### src/rtl/thermal_alert_pkg.sv
/*
 * Thermal alert constants: pointers, fields, reset values, link states.
 * Assumes a 200 MHz ref_clk.
 */
package thermal_alert_pkg;

    ////////////////////////////////////////////////////////////////////////////////
    // Register pointer values
    localparam logic [2:0] ptr_temp    = 3'h0;
    localparam logic [2:0] ptr_config  = 3'h1;
    localparam logic [2:0] ptr_release = 3'h2;
    localparam logic [2:0] ptr_trip    = 3'h3;
    localparam logic [2:0] ptr_reset   = 3'h0;

    ////////////////////////////////////////////////////////////////////////////////
    // Configuration register fields
    localparam int cfg_shutdown = 0;
    localparam int cfg_mode     = 1;
    localparam int cfg_pol      = 2;
    localparam int cfg_fq_lo    = 3;
    localparam int cfg_fq_hi    = 4;
    localparam int cfg_width    = 5;
    localparam logic [4:0] config_reset = 5'h00;

    ////////////////////////////////////////////////////////////////////////////////
    // Threshold defaults in half-degree steps: 80 C and 75 C
    localparam logic [8:0] trip_reset    = 9'h0A0;
    localparam logic [8:0] release_reset = 9'h096;

    ////////////////////////////////////////////////////////////////////////////////
    // Consecutive fault counts per fault_count_select code
    localparam logic [2:0] fq_need_0 = 3'h1;
    localparam logic [2:0] fq_need_1 = 3'h2;
    localparam logic [2:0] fq_need_2 = 3'h4;
    localparam logic [2:0] fq_need_3 = 3'h6;

    ////////////////////////////////////////////////////////////////////////////////
    // Link framing
    localparam logic [3:0] bits_per_byte = 4'h8;

    typedef enum logic [2:0] {
        st_idle     = 3'b000,
        st_addr     = 3'b001,
        st_addr_ack = 3'b010,
        st_rx       = 3'b011,
        st_rx_ack   = 3'b100,
        st_tx       = 3'b101,
        st_tx_ack   = 3'b110
    } link_state_t;

endpackage

### src/rtl/reg_link_if.sv
/*
 * Byte carrier from bus target to register file.
 * Assumes both ends on ref_clk.
 */
`timescale 1ns/1ps
`default_nettype none

interface reg_link_if;
    logic       start;
    logic       rx_valid;
    logic [7:0] rx_data;
    logic       tx_req;
    logic [7:0] tx_data;

    modport target (output start, output rx_valid, output rx_data, output tx_req,
                    input tx_data);
    modport regs   (input start, input rx_valid, input rx_data, input tx_req,
                    output tx_data);
endinterface

`default_nettype wire

### src/rtl/twowire_target.sv
/*
 * Two-wire bus target with framing, acknowledge and timeout.
 * Assumes raw pad levels, sampled far above bus rate.
 */
`timescale 1ns/1ps
`default_nettype none

module twowire_target #(
    parameter logic [6:0] dev_addr       = 7'h2A,           // Arbitrary bus address
    parameter int         timeout_cycles = 5_000_000
) (
    input  wire logic       ref_clk,
    input  wire logic       nrst,
    input  wire logic       scl_i,
    input  wire logic       sda_i,
    output logic            sda_o,
    output logic            sda_oe,
    reg_link_if.target      lnk
);

    ////////////////////////////////////////////////////////////////////////////////
    // Pin synchronisers and one extra stage for edge detection
    logic scl_s1_ff, scl_s2_ff, scl_d_ff;
    logic sda_s1_ff, sda_s2_ff, sda_d_ff;

    always_ff @(posedge ref_clk or negedge nrst) begin
        if (!nrst) begin
            scl_s1_ff <= 1'b1;
            scl_s2_ff <= 1'b1;
            scl_d_ff  <= 1'b1;
            sda_s1_ff <= 1'b1;
            sda_s2_ff <= 1'b1;
            sda_d_ff  <= 1'b1;
        end else begin
            scl_s1_ff <= scl_i;
            scl_s2_ff <= scl_s1_ff;
            scl_d_ff  <= scl_s2_ff;
            sda_s1_ff <= sda_i;
            sda_s2_ff <= sda_s1_ff;
            sda_d_ff  <= sda_s2_ff;
        end
    end

    logic scl_rise, scl_fall, start_c, stop_c;

    // Bus events from synchronised levels
    assign scl_rise = scl_s2_ff & ~scl_d_ff;
    assign scl_fall = ~scl_s2_ff & scl_d_ff;
    assign start_c  = scl_s2_ff & scl_d_ff & sda_d_ff & ~sda_s2_ff;
    assign stop_c   = scl_s2_ff & scl_d_ff & ~sda_d_ff & sda_s2_ff;

    ////////////////////////////////////////////////////////////////////////////////
    // Link state
    thermal_alert_pkg::link_state_t state_ff, nxt_state;
    logic [7:0]  sh_ff, nxt_sh;
    logic [3:0]  cnt_ff, nxt_cnt;
    logic        rw_ff, nxt_rw;
    logic        ack_ff, nxt_ack;
    logic        oe_ff, nxt_oe;
    logic        start_ff, nxt_start;
    logic        rxv_ff, nxt_rxv;
    logic [7:0]  rxd_ff, nxt_rxd;
    logic        txr_ff, nxt_txr;
    logic [31:0] to_ff, nxt_to;

    // Next state of the bit and byte sequencer
    always_comb begin
        nxt_state = state_ff;
        nxt_sh    = sh_ff;
        nxt_cnt   = cnt_ff;
        nxt_rw    = rw_ff;
        nxt_ack   = ack_ff;
        nxt_oe    = oe_ff;
        nxt_start = 1'b0;
        nxt_rxv   = 1'b0;
        nxt_rxd   = rxd_ff;
        nxt_txr   = 1'b0;
        nxt_to    = 32'h0000_0000;
        if (state_ff != thermal_alert_pkg::st_idle && !scl_s2_ff) begin
            nxt_to = to_ff + 32'h0000_0001;
        end
        if (start_c) begin
            nxt_state = thermal_alert_pkg::st_addr;  // Also a repeated start
            nxt_cnt   = 4'h0;
            nxt_oe    = 1'b0;
            nxt_start = 1'b1;
        end else if (stop_c || to_ff >= 32'(timeout_cycles)) begin
            nxt_state = thermal_alert_pkg::st_idle;
            nxt_oe    = 1'b0;
        end else begin
            case (state_ff)
                thermal_alert_pkg::st_addr, thermal_alert_pkg::st_rx: begin
                    if (scl_rise) begin
                        nxt_sh  = {sh_ff[6:0], sda_s2_ff};
                        nxt_cnt = cnt_ff + 4'h1;
                    end
                    // Ninth clock follows eight data bits
                    if (scl_fall && cnt_ff == thermal_alert_pkg::bits_per_byte) begin
                        nxt_cnt = 4'h0;
                        if (state_ff == thermal_alert_pkg::st_rx) begin
                            nxt_rxv   = 1'b1;
                            nxt_rxd   = sh_ff;
                            nxt_oe    = 1'b1;               // Acknowledge low
                            nxt_state = thermal_alert_pkg::st_rx_ack;
                        end else if (sh_ff[7:1] == dev_addr) begin
                            nxt_oe    = 1'b1;
                            nxt_rw    = sh_ff[0];
                            nxt_txr   = sh_ff[0];
                            nxt_state = thermal_alert_pkg::st_addr_ack;
                        end else begin
                            nxt_state = thermal_alert_pkg::st_idle;
                        end
                    end
                end
                thermal_alert_pkg::st_addr_ack: begin
                    if (scl_fall) begin
                        if (rw_ff) begin
                            nxt_sh    = lnk.tx_data;
                            nxt_oe    = ~lnk.tx_data[7];
                            nxt_state = thermal_alert_pkg::st_tx;
                        end else begin
                            nxt_oe    = 1'b0;
                            nxt_state = thermal_alert_pkg::st_rx;
                        end
                    end
                end
                thermal_alert_pkg::st_rx_ack: begin
                    if (scl_fall) begin
                        nxt_oe    = 1'b0;
                        nxt_state = thermal_alert_pkg::st_rx;
                    end
                end
                thermal_alert_pkg::st_tx: begin
                    if (scl_rise) begin
                        nxt_cnt = cnt_ff + 4'h1;
                    end
                    if (scl_fall) begin
                        if (cnt_ff == thermal_alert_pkg::bits_per_byte) begin
                            nxt_cnt   = 4'h0;
                            nxt_oe    = 1'b0;               // Host owns ack slot
                            nxt_state = thermal_alert_pkg::st_tx_ack;
                        end else begin
                            nxt_sh = {sh_ff[6:0], 1'b0};
                            nxt_oe = ~sh_ff[6];
                        end
                    end
                end
                thermal_alert_pkg::st_tx_ack: begin
                    if (scl_rise) begin
                        nxt_ack = ~sda_s2_ff;
                        nxt_txr = ~sda_s2_ff;               // Next byte only on ack
                    end
                    if (scl_fall) begin
                        if (ack_ff) begin
                            nxt_sh    = lnk.tx_data;
                            nxt_oe    = ~lnk.tx_data[7];
                            nxt_state = thermal_alert_pkg::st_tx;
                        end else begin
                            nxt_state = thermal_alert_pkg::st_idle;
                        end
                    end
                end
                thermal_alert_pkg::st_idle: begin
                    nxt_oe = 1'b0;
                end
                default: begin
                    nxt_state = thermal_alert_pkg::st_idle;
                    nxt_oe    = 1'b0;
                end
            endcase
        end
    end

    // Sequencer registers
    always_ff @(posedge ref_clk or negedge nrst) begin
        if (!nrst) begin
            state_ff <= thermal_alert_pkg::st_idle;
            sh_ff    <= 8'h00;
            cnt_ff   <= 4'h0;
            rw_ff    <= 1'b0;
            ack_ff   <= 1'b0;
            oe_ff    <= 1'b0;
            start_ff <= 1'b0;
            rxv_ff   <= 1'b0;
            rxd_ff   <= 8'h00;
            txr_ff   <= 1'b0;
            to_ff    <= 32'h0000_0000;
        end else begin
            state_ff <= nxt_state;
            sh_ff    <= nxt_sh;
            cnt_ff   <= nxt_cnt;
            rw_ff    <= nxt_rw;
            ack_ff   <= nxt_ack;
            oe_ff    <= nxt_oe;
            start_ff <= nxt_start;
            rxv_ff   <= nxt_rxv;
            rxd_ff   <= nxt_rxd;
            txr_ff   <= nxt_txr;
            to_ff    <= nxt_to;
        end
    end

    // Open-drain data pin: only ever pulled low
    assign sda_o        = 1'b0;
    assign sda_oe       = oe_ff;
    assign lnk.start    = start_ff;
    assign lnk.rx_valid = rxv_ff;
    assign lnk.rx_data  = rxd_ff;
    assign lnk.tx_req   = txr_ff;

endmodule

`default_nettype wire

### src/rtl/thermal_alert_output_control.sv
/*
 * Thermal watchdog top: registers over the two-wire bus, threshold alert, shutdown.
 * Assumes a ref_clk converter pulsing conv_done and honouring conv_run.
 */
// Function
// Polarity bit sets alert active level
// Mode bit one latches, zero compares
// Comparator sets above trip, clears below release
// Comparator ignores reads and shutdown entry
// Interrupt fires on either crossing, cleared by read
// Host keeps trip above release
// Alert moves after enough consecutive faulty conversions
// Codes 0..3 need 1, 2, 4, 6 faults
// Fault code resets to zero
// Shutdown bit stops and resumes operation
// Shutdown halts conversions, bus stays usable
// Shutdown entry keeps comparator alert, clears interrupt
// Reset: normal, comparator, active low, 80/75 C, pointer zero
// Host starts only on idle bus
// Byte is eight data clocks plus ack clock
// Device acks low; host releases data then
// Second read byte only after host ack
// Final read slot is not-acknowledge, then stop
// Repeated start between pointer write and read
// One-byte temperature read allowed
// Only nine top temperature bits compared
// Alert pad low exactly when state and polarity say
// Interrupt arming alternates trip and release
`timescale 1ns/1ps
`default_nettype none

module thermal_alert_output_control #(
    parameter logic [6:0] dev_addr       = 7'h2A,           // Arbitrary bus address
    parameter int         timeout_cycles = 5_000_000
) (
    input  wire logic        ref_clk,
    input  wire logic        nrst,
    input  wire logic        scl_i,
    input  wire logic        sda_i,
    output logic             sda_o,
    output logic             sda_oe,
    output logic             over_temp_alert_o,
    output logic             over_temp_alert_oe,
    output logic             conv_run,
    input  wire logic        conv_done,
    input  wire logic [10:0] conv_temp
);

    ////////////////////////////////////////////////////////////////////////////////
    // Bus target
    reg_link_if lnk ();

    twowire_target #(
        .dev_addr       (dev_addr),
        .timeout_cycles (timeout_cycles)
    ) u_target (
        .ref_clk (ref_clk),
        .nrst    (nrst),
        .scl_i   (scl_i),
        .sda_i   (sda_i),
        .sda_o   (sda_o),
        .sda_oe  (sda_oe),
        .lnk     (lnk)
    );

    ////////////////////////////////////////////////////////////////////////////////
    // Register file state
    logic [4:0]  config_ff, nxt_config;
    logic [8:0]  trip_ff, nxt_trip;
    logic [8:0]  release_ff, nxt_release;
    logic [2:0]  ptr_ff, nxt_ptr;
    logic [1:0]  wr_idx_ff, nxt_wr_idx;
    logic [1:0]  rd_idx_ff, nxt_rd_idx;
    logic [7:0]  msb_ff, nxt_msb;
    logic [15:0] shadow_ff, nxt_shadow;
    logic [7:0]  tx_ff, nxt_tx;
    logic [10:0] temp_ff, nxt_temp;
    logic [15:0] sel_word;
    logic        sd_enter;
    logic        reg_read;

    // Read word for the current pointer; temperature and thresholds left-aligned in 16 bits, config in the low bits of the first byte
    always_comb begin
        case (ptr_ff)
            thermal_alert_pkg::ptr_temp:    sel_word = {temp_ff, 5'h00};
            thermal_alert_pkg::ptr_config:  sel_word = {3'h0, config_ff, 8'h00};
            thermal_alert_pkg::ptr_release: sel_word = {release_ff, 7'h00};
            thermal_alert_pkg::ptr_trip:    sel_word = {trip_ff, 7'h00};
            default:                        sel_word = 16'h0000;
        endcase
    end

    // Pointer, write sequencing and read byte supply
    always_comb begin
        nxt_config  = config_ff;
        nxt_trip    = trip_ff;
        nxt_release = release_ff;
        nxt_ptr     = ptr_ff;
        nxt_wr_idx  = wr_idx_ff;
        nxt_rd_idx  = rd_idx_ff;
        nxt_msb     = msb_ff;
        nxt_shadow  = shadow_ff;
        nxt_tx      = tx_ff;
        sd_enter    = 1'b0;
        if (lnk.start) begin
            nxt_wr_idx = 2'h0;
            nxt_rd_idx = 2'h0;
        end
        // Registers stay writable in shutdown
        if (lnk.rx_valid) begin
            case (wr_idx_ff)
                2'h0: begin
                    nxt_ptr    = lnk.rx_data[2:0];
                    nxt_wr_idx = 2'h1;
                end
                2'h1: begin
                    nxt_msb    = lnk.rx_data;
                    nxt_wr_idx = 2'h2;
                    if (ptr_ff == thermal_alert_pkg::ptr_config) begin
                        nxt_config = lnk.rx_data[thermal_alert_pkg::cfg_width-1:0];
                        // Shutdown bit rising edge
                        sd_enter = lnk.rx_data[thermal_alert_pkg::cfg_shutdown] &
                                   ~config_ff[thermal_alert_pkg::cfg_shutdown];
                    end
                end
                2'h2: begin
                    nxt_wr_idx = 2'h3;
                    if (ptr_ff == thermal_alert_pkg::ptr_trip) begin
                        nxt_trip = {msb_ff, lnk.rx_data[7]};
                    end else if (ptr_ff == thermal_alert_pkg::ptr_release) begin
                        nxt_release = {msb_ff, lnk.rx_data[7]};
                    end
                end
                default: begin
                    nxt_wr_idx = wr_idx_ff;
                end
            endcase
        end
        // Snapshot keeps a read coherent
        if (lnk.tx_req) begin
            case (rd_idx_ff)
                2'h0: begin
                    nxt_shadow = sel_word;
                    nxt_tx     = sel_word[15:8];
                    nxt_rd_idx = 2'h1;
                end
                2'h1: begin
                    nxt_tx     = shadow_ff[7:0];
                    nxt_rd_idx = 2'h2;
                end
                default: begin
                    nxt_tx = 8'h00;
                end
            endcase
        end
    end

    // Any byte supplied to the host counts as a register read
    assign reg_read    = lnk.tx_req;
    assign lnk.tx_data = tx_ff;

    // Register file flops with power-on defaults
    always_ff @(posedge ref_clk or negedge nrst) begin
        if (!nrst) begin
            config_ff  <= thermal_alert_pkg::config_reset;
            trip_ff    <= thermal_alert_pkg::trip_reset;
            release_ff <= thermal_alert_pkg::release_reset;
            ptr_ff     <= thermal_alert_pkg::ptr_reset;
            wr_idx_ff  <= 2'h0;
            rd_idx_ff  <= 2'h0;
            msb_ff     <= 8'h00;
            shadow_ff  <= 16'h0000;
            tx_ff      <= 8'h00;
        end else begin
            config_ff  <= nxt_config;
            trip_ff    <= nxt_trip;
            release_ff <= nxt_release;
            ptr_ff     <= nxt_ptr;
            wr_idx_ff  <= nxt_wr_idx;
            rd_idx_ff  <= nxt_rd_idx;
            msb_ff     <= nxt_msb;
            shadow_ff  <= nxt_shadow;
            tx_ff      <= nxt_tx;
        end
    end

    ////////////////////////////////////////////////////////////////////////////////
    // Watchdog state
    logic       act_ff, nxt_act;
    logic       arm_low_ff, nxt_arm_low;
    logic [2:0] fcnt_ff, nxt_fcnt;
    logic [2:0] fcnt_inc;
    logic       alert_oe_ff, nxt_alert_oe;
    logic       run_ff, nxt_run;
    logic [2:0] need;
    logic [8:0] t9;
    logic       above, below, cond, int_mode, sd_now;

    // Required run length from the fault count field
    always_comb begin
        case (config_ff[thermal_alert_pkg::cfg_fq_hi:thermal_alert_pkg::cfg_fq_lo])
            2'h0:    need = thermal_alert_pkg::fq_need_0;
            2'h1:    need = thermal_alert_pkg::fq_need_1;
            2'h2:    need = thermal_alert_pkg::fq_need_2;
            default: need = thermal_alert_pkg::fq_need_3;
        endcase
    end

    // Signed compare of the nine top result bits
    assign t9       = conv_temp[10:2];
    assign above    = $signed(t9) > $signed(trip_ff);
    assign below    = $signed(t9) < $signed(release_ff);
    assign int_mode = config_ff[thermal_alert_pkg::cfg_mode];
    assign sd_now   = config_ff[thermal_alert_pkg::cfg_shutdown];
    assign cond     = arm_low_ff ? below : above;
    assign fcnt_inc = fcnt_ff + 3'h1;

    // Alert decision; a fault event wins over a clear
    always_comb begin
        nxt_act     = act_ff;
        nxt_arm_low = arm_low_ff;
        nxt_fcnt    = fcnt_ff;
        nxt_temp    = temp_ff;
        // Clears act only in interrupt mode
        if (int_mode && (reg_read || sd_enter)) begin
            nxt_act = 1'b0;
        end
        // Conversions halted in shutdown
        if (conv_done && !sd_now) begin
            nxt_temp = conv_temp;
            if (cond) begin
                nxt_fcnt = fcnt_inc;
                // Enough consecutive faults change the alert
                if (fcnt_inc >= need) begin
                    nxt_fcnt    = 3'h0;
                    nxt_arm_low = ~arm_low_ff;
                    if (int_mode) begin
                        nxt_act = 1'b1;
                    end else begin
                        nxt_act = ~arm_low_ff;
                    end
                end
            end else begin
                nxt_fcnt = 3'h0;
            end
        end
        // Pad pulled low when active xor polarity
        nxt_alert_oe = nxt_act ^ nxt_config[thermal_alert_pkg::cfg_pol];
        nxt_run      = ~nxt_config[thermal_alert_pkg::cfg_shutdown];
    end

    // Watchdog flops
    always_ff @(posedge ref_clk or negedge nrst) begin
        if (!nrst) begin
            act_ff      <= 1'b0;
            arm_low_ff  <= 1'b0;
            fcnt_ff     <= 3'h0;
            temp_ff     <= 11'h000;
            alert_oe_ff <= 1'b0;
            run_ff      <= 1'b1;
        end else begin
            act_ff      <= nxt_act;
            arm_low_ff  <= nxt_arm_low;
            fcnt_ff     <= nxt_fcnt;
            temp_ff     <= nxt_temp;
            alert_oe_ff <= nxt_alert_oe;
            run_ff      <= nxt_run;
        end
    end

    // Open-drain pad: only the enable moves
    assign over_temp_alert_o  = 1'b0;
    assign over_temp_alert_oe = alert_oe_ff;
    assign conv_run           = run_ff;

endmodule

`default_nettype wire

### config.mk
export PLATFORM = sky130hd
export DESIGN_NAME = thermal_alert_output_control
export DESIGN_NICKNAME = d
export VERILOG_FILES = /design/src/rtl/thermal_alert_pkg.sv /design/src/rtl/reg_link_if.sv /design/src/rtl/twowire_target.sv /design/src/rtl/thermal_alert_output_control.sv
export SDC_FILE = /design/constraint.sdc
export NUM_CORES = 1
export LEC_CHECK = 0
export BUFFER_PORTS_ARGS = -buffer_cell sky130_fd_sc_hd__buf_4
export CAP_MARGIN = 10
export CORE_MARGIN = 3
export CORE_UTILIZATION = 25
export DETAILED_ROUTE_END_ITERATION = 8
export PLACE_DENSITY = 0.42
export SLEW_MARGIN = 20
export SYNTH_ARGS = -nofsm -noshare
export SYNTH_HDL_FRONTEND = slang
export SYNTH_SLANG_ARGS = --single-unit
### constraint.sdc
create_clock -name ref_clk -period 2.29 [get_ports ref_clk]
set_input_delay 0.458 -clock ref_clk [delete_from_list [all_inputs] [get_ports ref_clk]]
set_output_delay 0.458 -clock ref_clk [all_outputs]
set_load 0.05 [all_outputs]
* Word-level counts from Yosys, hierarchy flattened
Index checks and enable logic that the tools add are counted.
** Word-level totals
- Output and inout port bits :: 5
- Logic and storage cells :: 207
- Bits in registers :: 139
** Operators by class
- Add/subtract/negate cells :: 3
- Reductions and logical operators :: 33
- Bitwise operators :: 22
- Equality and inequality tests :: 34
- Order comparisons :: 4
- Muxes and demuxes :: 78
** Operators by type and width (count)
- 16-bit one-hot mux with 4 select lines :: 1
- 8-bit 2-to-1 mux :: 7
- 3-bit 2-to-1 mux :: 16
- 1-bit 2-to-1 mux :: 33
- 32-bit by 1-bit adder with 32-bit output (second input constant) :: 1
- 32-bit by 23-bit >= comparator with 1-bit output (second input constant) :: 1
- 32-bit 2-to-1 mux :: 1
- 8-bit one-hot mux with 4 select lines :: 1
- 4-bit by 1-bit != test with 1-bit output (second input constant) :: 7
- 4-bit 2-to-1 mux :: 6
- 3-bit one-hot mux with 6 select lines :: 1
- 8-bit one-hot mux with 2 select lines :: 1
- 2-bit by 1-bit != test with 1-bit output (second input constant) :: 7
- 7-bit AND reduction :: 2
- 1-bit inverter :: 13
- 3-bit by 2-bit == test with 1-bit output (second input constant) :: 4
- 2-bit 2-to-1 mux :: 5
- 10-bit AND reduction :: 1
- 2-bit AND reduction :: 5
- 3-bit == test (second input constant) :: 3
- 9-bit greater-than comparator :: 1
- 9-bit less-than comparator :: 1
- 3-bit one-hot mux with 3 select lines :: 1
- 3-bit AND reduction :: 3
- 31 further kinds :: 52

* Longest topological paths before layout
Gate-level depths: netlist of the first run.
- Depth in word-level cells :: 12
- Mapped depth :: 9
- Gate-level depth less buffers :: 9

* Cells and area by module
Synthesis of the first run repeated with hierarchy kept, for this count alone.
** Second synthesis, totals
- Cell total of the unflattened synthesis :: 699
- Area, all modules :: 6980.4 um2
** Modules (own cells, without submodules)
- twowire_target :: times used 1, cells each 367, area each 3519.6 um2
- thermal_alert_output_control :: times used 1, cells each 332, area each 3460.8 um2

* Worst setup path before layout of the first run
OpenSTA, ideal clock, no wires.
- Path kind :: reg2reg
- Start point :: register fcnt_ff[0]
- End point :: register alert_oe_ff (netlist: over_temp_alert_oe)
- Clock period less this slack :: 2.287 ns
- Slack :: 0.003 ns
- Arrival time :: 2.158 ns
- Stages on the path, launching flop included :: 10
- Path through :: dfrtp_1 > ha_1 > xor2_1 > ha_1 > nand2_1 > o21ai_0 > nand2_1 > a2111oi_0 > a211oi_2 > xor2_1
** On the way
- Cells in the longest elaborated chain, start to end :: 6
** RTL lines
- start, declared :: RTL line thermal_alert_output_control.sv:191 : logic [2:0] fcnt_ff, nxt_fcnt;
- start signal, assigned :: RTL line thermal_alert_output_control.sv:264 : fcnt_ff <= nxt_fcnt;
- 3-bit by 1-bit adder with 3-bit output :: RTL line thermal_alert_output_control.sv:216 : assign fcnt_inc = fcnt_ff + 3'h1;
- 3-bit >= comparator :: RTL line thermal_alert_output_control.sv:234 : if (fcnt_inc >= need) begin
- 1-bit 2-to-1 mux :: RTL line thermal_alert_output_control.sv:234
- 1-bit 2-to-1 mux :: RTL line thermal_alert_output_control.sv:231 : if (cond) begin
- 1-bit 2-to-1 mux :: RTL line thermal_alert_output_control.sv:229 : if (conv_done && !sd_now) begin
- via nxt_act :: RTL line thermal_alert_output_control.sv:189 : logic act_ff, nxt_act;
- 1-bit XOR :: RTL line thermal_alert_output_control.sv:248 : nxt_alert_oe = nxt_act ^ nxt_config[thermal_alert_pkg::cfg_pol];
- via nxt_alert_oe :: RTL line thermal_alert_output_control.sv:193 : logic alert_oe_ff, nxt_alert_oe;
- end signal, assigned :: RTL line thermal_alert_output_control.sv:266 : alert_oe_ff <= nxt_alert_oe;
- end, declared :: RTL line thermal_alert_output_control.sv:193
The timed path passes the listed nets, and every way through them passes these cells.
A chain may end at the register's enable or synchronous reset.

* Worst setup path in the final report of the first run
- Start point :: register release_ff[7]
- End point :: register fcnt_ff[0]
** On the way
- Cells in the longest elaborated chain, start to end :: 3
** RTL lines
- start, declared :: RTL line thermal_alert_output_control.sv:70 : logic [8:0] release_ff, nxt_release;
- start signal, assigned :: RTL line thermal_alert_output_control.sv:167 : release_ff <= thermal_alert_pkg::release_reset;
- start signal, assigned :: RTL line thermal_alert_output_control.sv:177 : release_ff <= nxt_release;
- 9-bit less-than comparator :: RTL line thermal_alert_output_control.sv:212 : assign below = $signed(t9) < $signed(release_ff);
- 1-bit 2-to-1 mux :: RTL line thermal_alert_output_control.sv:215 : assign cond = arm_low_ff ? below : above;
- 3-bit 2-to-1 mux :: RTL line thermal_alert_output_control.sv:231
Every way passes these cells.

==> results by group, run 1 <==
Global route
  – Antenna violations before repair: 0
  – Number of global-route vias before repair: slightly below 5,000
  – Overflow after GRT: 0
  – Global-route wire length before repair: 27,800 µm
  – GR Util All Layers: 0.116
  – Largest net degree at the start of global routing: 42

Flow run
  – Max_cap viols: 0

Layout
  – Layout cells sized above 1: 0.242
  – Commonest non-fill, non-tap cell in the layout: dfrtp_1
  – Fillcell total: 2,839
  – Ant. Diodes: 0
  – Area Growth Syn to Fin: 21.3%
  – Most frequent cells in the layout: dfrtp_1 (121), nand2_1 (85), nor2_1 (59)
  – Nets: 779

Drt
  – Initial drt markers: 294
  – Routed Antenna Nets: 0
  – First-pass detailed-route iteration total: 4
  – Avg WL per Cell: 15.2 µm
  – Detailed-route vias per instance: approximately 4.4
  – Via count: 4,969
  – Remaining DRCs: 0
  – Final WL: 17,000 µm

Pwr
  – Pwr/cell area: ~810 nW/µm²
  – Clock Power Share: 0.404
  – P_leak: roughly 3.6 nW
  – Combinational share of power: 0.189
  – Sequential power share: 0.408
  – Switching Power: 2.09 mW
  – Internal power: 4.72 mW
  – Sw Share: 0.307
  – Worst vdd ir: 0.385 mV

Timing
  – F_max: 464 MHz
  – Final hold viol count: 0
  – Setup TNS: 0 ps
  – Pins Over Slew Limit: 0
  – Final min period: 2160 ps
  – Setup Skew: 13.3 ps
  – Final-report setup violation count: 0
  – Final cycle utilization of the critical path: 0.942
  – Worst slew pin tran: ~670 ps
  – Relative slew margins: 0.553
  – Hold_ws: 144 ps

Clock tree
  – Clock slew seen by the registers of the worst setup and hold paths: roughly 70 ps
  – Clock Sinks: 134
  – Clk Latency, worst-skew pair: 420 ps
  – Clock Path Buffers: 2
  – H-Tree Depth: 4
  – CTS buffer count: 17
  – Root buf cell: clkbuf_16
  – TritonCTS clock tree: yes

Setup path
  – WP data arrival: approximately 2500 ps
  – RR Startpoint: release_ff[7]$_DFFE_PN1P_
  – CP Launch Point: release_ff[7]$_DFFE_PN1P_
  – Startpoint types: register
  – CP max FO: 3
  – WS Path Type: reg2reg
  – Worst path required time: approximately 2600 ps
  – Crit end category: register

Min path
  – Hold Crit Class: in2reg
  – Hold Crit Start: scl_i

Synth
  – Netlist cell types: between 70 and 80
  – Synth warn: 0
  – Main synth FF type: dfrtp_1
  – Synth Instances: 679
  – EDFF count, synth: 0
  – Syn Std Cell Area: 6940 µm²
  – Post-synthesis register bit count: 134
  – Register area share after synthesis: 0.486
  – Synth async-reset ratio: 1.00
  – Syn Area/Cell: 10.2 µm²

Floorplanning
  – I/O pins: 21
  – Die boundary width: 173 µm
  – Die H: between 150 and 200 µm
  – Die area: 29,800 µm²
  – Initial Utilization: 0.256
  – Core area: 27,100 µm²
  – Row count: 60

Placement
  – GP Congestion: 0.785
  – DP Wirelength: 12,300 µm
  – Port Buffers: 18

Outcome
  – Status: finished, final reports clean
cell families (layout without fill, tap and decap cells):
kind of cell / Yosys count / in the layout / share of synthesized area
buf+inv: 71 / 138 / 0.0411
flops: 134 / 134 / 0.486
xor+xnor: 31 / 31 / 0.0391
simple gates: 248 / 248 / 0.175
mux: 55 / 55 / 0.0965
compound gates: 110 / 110 / 0.110
other cells: 1 / 2 / 0.000540
fa+ha+maj: 29 / 29 / 0.0523
metrics by stage:
step,utilization,instance area (µm²),setup WS [ps],std cells,power (mW)
floorplan,-,6940,3.16,680,3.61
global placement,0.287,7770,-264,1084,4.08
detailed placement,0.287,7770,-239,1084,4.08
CTS,0.308,8360,-16.7,1117,6.88
global route,0.311,8420,-12.0,1119,7.18
finish,0.311,8420,133,1119,6.80
registers in the layout, summed over array words and instances (netlist names), 3 cells and up:
signal	cells
config_ff	5
fcnt_ff	3
lnk.tx_data	8
msb_ff	8
ptr_ff	3
release_ff	9
shadow_ff	3
temp_ff	11
trip_ff	9
u_target.cnt_ff	4
u_target.lnk.rx_data	8
u_target.sh_ff	8
u_target.state_ff	3
u_target.to_ff	32
power groups by stage:
stage / clock network [mW] / logic [mW] / registers [mW]
4_1_cts: 2.84 / 1.28 / 2.77
6_report: 2.75 / 1.28 / 2.77
3_5_place_dp: 0 / 1.27 / 2.81
3_3_place_gp: 0 / 1.27 / 2.82
2_1_floorplan: 0 / 0.833 / 2.78
5_1_grt: 2.94 / 1.43 / 2.80
cells in the mapped netlist, types with 9 or more instances:
master	instances	area share
nand3_1	25	0.018
dfrtp_1	121	0.44
xnor2_1	12	0.015
dfstp_2	13	0.049
o22ai_1	9	0.0081
nand2_1	85	0.046
nor3_1	13	0.0094
nor2_1	59	0.032
mux2_2	45	0.073
nand4_1	14	0.013
ha_1	29	0.052
xor2_1	19	0.024
inv_1	45	0.024
o21ai_0	31	0.022
a21oi_1	19	0.014
clkbuf_1	20	0.011
critical path: stages (launching register included):
cell       delay (ps)
dfstp_2           530
inv_1              80
ha_4              240
a2111oi_4         370
o211ai_1          200
and2_4            190
or3_4             370
o21ai_1           130
final timing paths:
| check | end | slack, ps | depth (start not counted) |
|---|---|---|---|
| worst max-delay path | fcnt_ff[0]$_DFFE_PN0P_ | 130 | 7 |
| worst min register to register | u_target.scl_s2_ff$_DFF_PN1_ | 360 | 0 |
| worst max register to register | fcnt_ff[0]$_DFFE_PN0P_ | 130 | 7 |
| worst min-delay path | u_target.scl_s1_ff$_DFF_PN1_ | 140 | 1 |
| max in group asynchronous | u_target.sda_s2_ff$_DFF_PN1_ | 1050 | 3 |
| min in group asynchronous | fcnt_ff[1]$_DFFE_PN0P_ | 520 | 2 |
cell type report:
cell class                 count  area, µm²  share of cell area
clock inverter                13        138              0.0163
tap                          372        465              0.0553
inverter                      45        169              0.0201
timing repair buffer          61        502              0.0596
multi-input combinational    475       3330               0.396
clock buffer                  19        443              0.0526
sequential                   134       3370               0.400
metal layers:
layer / track usage / part of all wire
met5: 0 / 0
met4: 0.0324 / 0.0090
met1: 0.176 / 0.55
met2: 0.167 / 0.43
met3: 0.0224 / 0.014
what timing repair did:
action	CTS	global route
gates resized for setup	2	9
hold buffers	1	0
setup endpoints to repair	1	5
hold endpoints to repair	31	0
pin swaps	0	11
setup buffers	0	2
Power figures use the tool's default switching activity.
==> run 2: changes to the inputs <==
SYNTH_HIERARCHICAL = 1   (was default)
==> results by group, run 2 <==
Setup path
  – FF-to-FF path depth: 8
  – Flop-to-flop setup slack: -50 ps
  – RR Startpoint: release_ff[7]$_DFFE_PN1P_
  – Worst path required time: 2580 ps
  – WS Path Type: reg2reg
  – Crit end category: register
  – WP data arrival: 2630 ps
  – CP max FO: 2
  – Startpoint types: register
  – R2r endpoint: over_temp_alert_oe$_DFF_PN0_
  – CP Launch Point: release_ff[7]$_DFFE_PN1P_

Layout
  – Layout cells sized above 1: 0.248
  – Nets: 803
  – Largest regs: u_target/to_ff (32), temp_ff (11)
  – Ant. Diodes: 0
  – Fillcell total: 2,830
  – Reg with most FFs: u_target/to_ff
  – Area Growth Syn to Fin: 22.9%
  – Number of flip-flops in the largest register: 32
  – Commonest non-fill, non-tap cell in the layout: dfrtp_1
  – Non-filler instance count after layout: 1,143
  – Most frequent cells in the layout: dfrtp_1 (121), nand2_1 (98), buf_4 (65)

Timing
  – Final hold viol count: 0
  – Final min period: 2340 ps
  – Slack of the critical path: -49.1 ps
  – Setup Skew: 10.2 ps
  – Unrepaired setup endpoints after global routing: true
  – Final-report setup violation count: 1
  – Final cycle utilization of the critical path: 1.02
  – Pins Over Slew Limit: 0
  – F_max: 428 MHz

Global route
  – GR Util All Layers: 0.118
  – Largest net degree at the start of global routing: between 40 and 50
  – Global-route wire length before repair: 28,600 µm
  – Number of global-route vias before repair: 5,249
  – Antenna violations before repair: 0
  – Overflow after GRT: 0

Drt
  – Detailed-route vias per instance: 4.42
  – Initial drt markers: 252
  – Remaining DRCs: 0
  – First-pass detailed-route iteration total: 4
  – Routed Antenna Nets: 0
  – Final WL: 16,800 µm
  – Avg WL per Cell: 14.7 µm
  – Via count: around 5,100

Clock tree
  – TritonCTS clock tree: yes
  – Clock Path Buffers: 2
  – Clock slew seen by the registers of the worst setup and hold paths: ~60 ps
  – CTS buffer count: 17
  – Clk Latency, worst-skew pair: 420 ps
  – Root buf cell: clkbuf_16
  – H-Tree Depth: 4
  – Clock Sinks: approximately 130

Floorplanning
  – Row count: 60
  – I/O pins: 21
  – Core area: 27,200 µm²
  – Die area: 30,000 µm²
  – Initial Utilization: 0.257
  – Die boundary width: about 170 µm
  – Die H: 173 µm

Synth
  – Post-synthesis register bit count: 134
  – Syn Area/Cell: 9.99 µm²
  – Synth async-reset ratio: 1.00
  – Register area share after synthesis: 0.483
  – Synth Instances: around 700
  – Top-count cell post-synth: dfrtp_1
  – Main synth FF type: dfrtp_1
  – Top cells by area, synth: dfrtp_1 (43%), mux2_2 (5.6%), nand2_1 (5.3%)
  – Synthesized net count: 744
  – Syn Std Cell Area: 6980 µm²
  – Synth warn: 6
  – Top cells by count, synth: dfrtp_1 (121), nand2_1 (98), nor2_1 (55)
  – Netlist cell types: 74
  – Post-synth top area cell: dfrtp_1
  – EDFF count, synth: 0
  – Top cell type's share of synthesized area: 0.434

Placement
  – DP Wirelength: 12,300 µm
  – Dpl cells: 1,107
  – GP Congestion: 0.769
  – Port Buffers: 18

Pwr
  – Worst vdd ir: between 0.5 and 0.6 mV
  – Pwr/cell area: 802 nW/µm²
  – P_leak: 3.73 nW
  – Total Power: 6.88 mW

Min path
  – Hold Crit Class: in2reg
  – Hold path endpoint: u_target/sda_s1_ff$_DFF_PN1_
  – Worst Hold Depth: 1
  – Hold Crit Start: sda_i

Outcome
  – Violated checks: negative setup slack
  – Status: finished with violations

Flow run
  – Max_cap viols: 0
-- run 2: cell type report --
type,instances,area (µm²),area share
Sequential cell,134,3370,0.393
Clock inverter,12,143,0.0166
Multi-Input combinational cell,482,3390,0.395
Tap cell,372,465,0.0543
Timing Repair Buffer,69,549,0.0641
Inverter,54,203,0.0236
Clock buffer,20,457,0.0533
-- run 2: cell families (layout without fill, tap and decap cells) --
group	count (synthesis)	count (layout)	synth area share
AOI/OAI and AO/OA	105	105	0.0993
xor gates and xnor gates	28	28	0.0351
muxes	49	49	0.0864
adders and majority gates	29	29	0.0520
DFF	134	134	0.483
other	2	2	0.00108
buffers and inverters	83	155	0.0495
and+or+nand+nor	269	269	0.194
-- run 2: power breakdown --
part	internal, mW	switching [mW]
Sequential	2.58	0.218
Combinational	0.560	0.730
Clock	1.68	1.11
Total	4.82	2.06
-- run 2: per-layer routing --
layer  vias up  track usage  part of all wire
met5         -            0                 0
met4         0       0.0405             0.014
met3        17       0.0167             0.014
met2        48        0.190              0.47
met1      2458        0.162              0.50
li1       2532            -                 -
-- run 2: repair_timing --
| action | CTS | global route |
|---|---|---|
| hold endpoints to repair | 34 | 0 |
| gates cloned | 0 | 0 |
| setup buffers | 0 | 3 |
| gates resized for setup | 11 | 6 |
| setup endpoints to repair | 3 | 5 |
| pin swaps | 3 | 2 |
| hold buffers | 1 | 0 |
-- run 2: worst max path at each step --
stage                                   end  slack [ps]  cells after the start
6_report       over_temp_alert_oe$_DFF_PN0_         -50                      8
5_1_grt              fcnt_ff[2]$_DFFE_PN0P_        -160                     10
4_1_cts        over_temp_alert_oe$_DFF_PN0_         -50                      8
3_5_place_dp   over_temp_alert_oe$_DFF_PN0_        -240                      9
3_3_place_gp   over_temp_alert_oe$_DFF_PN0_        -230                      9
2_1_floorplan  over_temp_alert_oe$_DFF_PN0_           9                     10
-- run 2: stage by stage --
stage	hold WS (ps)	setup TNS [ps]	cell area [µm²]	setup WS [ps]	util
after CTS	121	-53.1	8530	-53.1	0.314
after floorplan	162	0	7030	9.08	-
final	145	-49.1	8580	-49.1	0.316
after global placement	347	-648	7870	-233	0.290
after global routing	122	-501	8580	-161	0.316
after detailed placement	347	-725	7870	-242	0.290
-- run 2: worst max-delay path, cell delays in order, from the launching register on --
cell	delay, ps
dfstp_2	540
inv_2	50
ha_4	220
a2111oi_4	360
a21oi_2	80
a211oi_2	180
nor4b_4	280
mux2_4	350
xor2_1	160
==> run 3: changes to the inputs <==
PLACE_DENSITY = 0.41   (was 0.42)
clock period = 2.4 ns   (was 2.29 ns; I/O delays follow)
==> results by group, run 3 (synthesis results as in run 2) <==
Clock tree
  – H-Tree Depth: 4
  – Clk Latency, worst-skew pair: around 420 ps
  – CTS buffer count: 17
  – Clock Sinks: 134
  – CTS Hold Bufs: 0
  – TritonCTS clock tree: yes
  – Root buf cell: clkbuf_16
  – Clock Path Buffers: 2
  – Clock slew seen by the registers of the worst setup and hold paths: roughly 60 ps

Layout
  – Final Util: 0.313
  – Ant. Diodes: 0
  – Number of flip-flops in the largest register: 32
  – Reg with most FFs: u_target/to_ff
  – Layout cells sized above 1: 0.234
  – Area Growth Syn to Fin: 22.0%
  – Nets: 793
  – Largest regs: u_target/to_ff (32), temp_ff (11)
  – Register area: 3370 µm²
  – Post-route cell area: 8520 µm²
  – Most frequent cells in the layout: dfrtp_1 (121), nand2_1 (98), buf_4 (56)
  – Commonest non-fill, non-tap cell in the layout: dfrtp_1
  – Non-filler instance count after layout: 1,133
  – Multi-input logic area: 3380 µm²
  – Fillcell total: 2,865

Setup path
  – WS Path Type: reg2reg
  – Crit end category: register
  – CP max FO: 2
  – WP data arrival: 2670 ps
  – Worst path required time: 2710 ps
  – Startpoint types: register

Outcome
  – Status: finished, final reports clean

Drt
  – Via count: about 5,000
  – Detailed-route vias per instance: roughly 4.4
  – Remaining DRCs: 0
  – Avg WL per Cell: 14.9 µm
  – Routed Antenna Nets: 0
  – Initial drt markers: 218
  – Final WL: between 15,000 and 20,000 µm
  – First-pass detailed-route iteration total: 4

Pwr
  – Clock Power Share: 0.418
  – Combinational share of power: 0.188
  – Sw Share: 0.294
  – Worst vdd ir: 0.473 mV
  – Pwr/cell area: 788 nW/µm²
  – P_leak: 3.70 nW
  – Switching Power: 1.97 mW
  – Sequential power share: 0.394
  – Total Power: 6.71 mW
  – Internal power: 4.74 mW

Timing
  – Final cycle utilization of the critical path: 0.983
  – Pins Over Slew Limit: 0
  – Final min period: roughly 2400 ps
  – Hold_ws: 32.2 ps
  – Setup Skew: 9.63 ps
  – Slack of the critical path: 41.8 ps
  – Setup TNS: 0 ps
  – Final-report setup violation count: 0
  – F_max: 424 MHz
  – Unrepaired setup endpoints after global routing: true
  – Final hold viol count: 0

Floorplanning
  – Core area: 27,200 µm²
  – I/O pins: 21
  – Die H: 173 µm
  – Die area: roughly 30,000 µm²
  – Initial Utilization: 0.257
  – Row count: 60
  – Die boundary width: 173 µm

Global route
  – Overflow after GRT: 0
  – Global-route wire length before repair: 27,900 µm
  – Number of global-route vias before repair: 5,100
  – Antenna violations before repair: 0
  – Largest net degree at the start of global routing: 85
  – GR Util All Layers: 0.116

Min path
  – Hold Crit Class: in2async

Flow run
  – Max_cap viols: 0

Placement
  – Placement-stage cell area: just under 8000 µm²
  – Port Buffers: 18
  – DP Wirelength: 11,800 µm
  – Dpl cells: 1,099
  – GP Congestion: 0.765
  – Pre-CTS setup slack: -319 ps
-- run 3: changes by cell type in the layout (fill, tap and decap cells not counted), moves of 2 or more --
cell       change
clkinv_2       +3
clkbuf_8       -2
ha_2           -2
nor3_2         -2
ha_1           +2
bufinv_16      +2
buf_4          -9
inv_6          -3
nor3_1         +2
-- run 3: worst paths after layout --
kind,from,to,slack [ps],depth (start not counted)
setup / recovery,release_ff[7]$_DFFE_PN1P_,over_temp_alert_oe$_DFF_PN0_,40,8
hold reg to reg,u_target/sda_s1_ff$_DFF_PN1_,u_target/sda_s2_ff$_DFF_PN1_,360,0
hold / removal,nrst,u_target/cnt_ff[3]$_DFFE_PN0P_,30,2
min in group ref_clk,sda_i,u_target/sda_s1_ff$_DFF_PN1_,170,1
max in group asynchronous,nrst,release_ff[2]$_DFFE_PN1P_,1910,2
setup reg to reg,release_ff[7]$_DFFE_PN1P_,over_temp_alert_oe$_DFF_PN0_,40,8
-- run 3: layout make-up --
cell class	instances	area share
Sequential cell	134	0.396
Tap cell	372	0.0546
Timing Repair Buffer	59	0.0554
Clock buffer	17	0.0499
Inverter	54	0.0238
Clock inverter	15	0.0238
Multi-Input combinational cell	482	0.397
-- run 3: power by group through the flow --
stage / clock network, mW / logic, mW / registers, mW
after floorplan: 0 / 0.835 / 2.67
after global placement: 0 / 1.26 / 2.69
final: 2.81 / 1.26 / 2.64
after detailed placement: 0 / 1.25 / 2.68
after global routing: 2.98 / 1.42 / 2.68
after CTS: 2.88 / 1.26 / 2.65
-- run 3: routing by layer --
layer	global-route usage	routed length, µm	vias up
li1	-	-	2518
met5	0	0	-
met1	0.162	8500	2445
met4	0.0375	218	0
met3	0.0198	313	17
met2	0.183	7840	41
-- run 3: repair_timing --
item                                    4_1_cts  5_1_grt
setup buffers                                 0        2
endpoints found under the setup margin        2        4
gates cloned                                  0        0
resized for setup                             5       13
endpoints found under the hold margin         0        0
pin swaps                                     0        7
-- run 3: worst max-delay path, cell delays in order, from the launching register on --
cell and delay, ps:
dfstp_2 530, inv_2 50, ha_4 220, a2111oi_4 350, a21oi_2 80, a211oi_2 230, nor4b_4 290, mux2_4 340
xor2_1 160
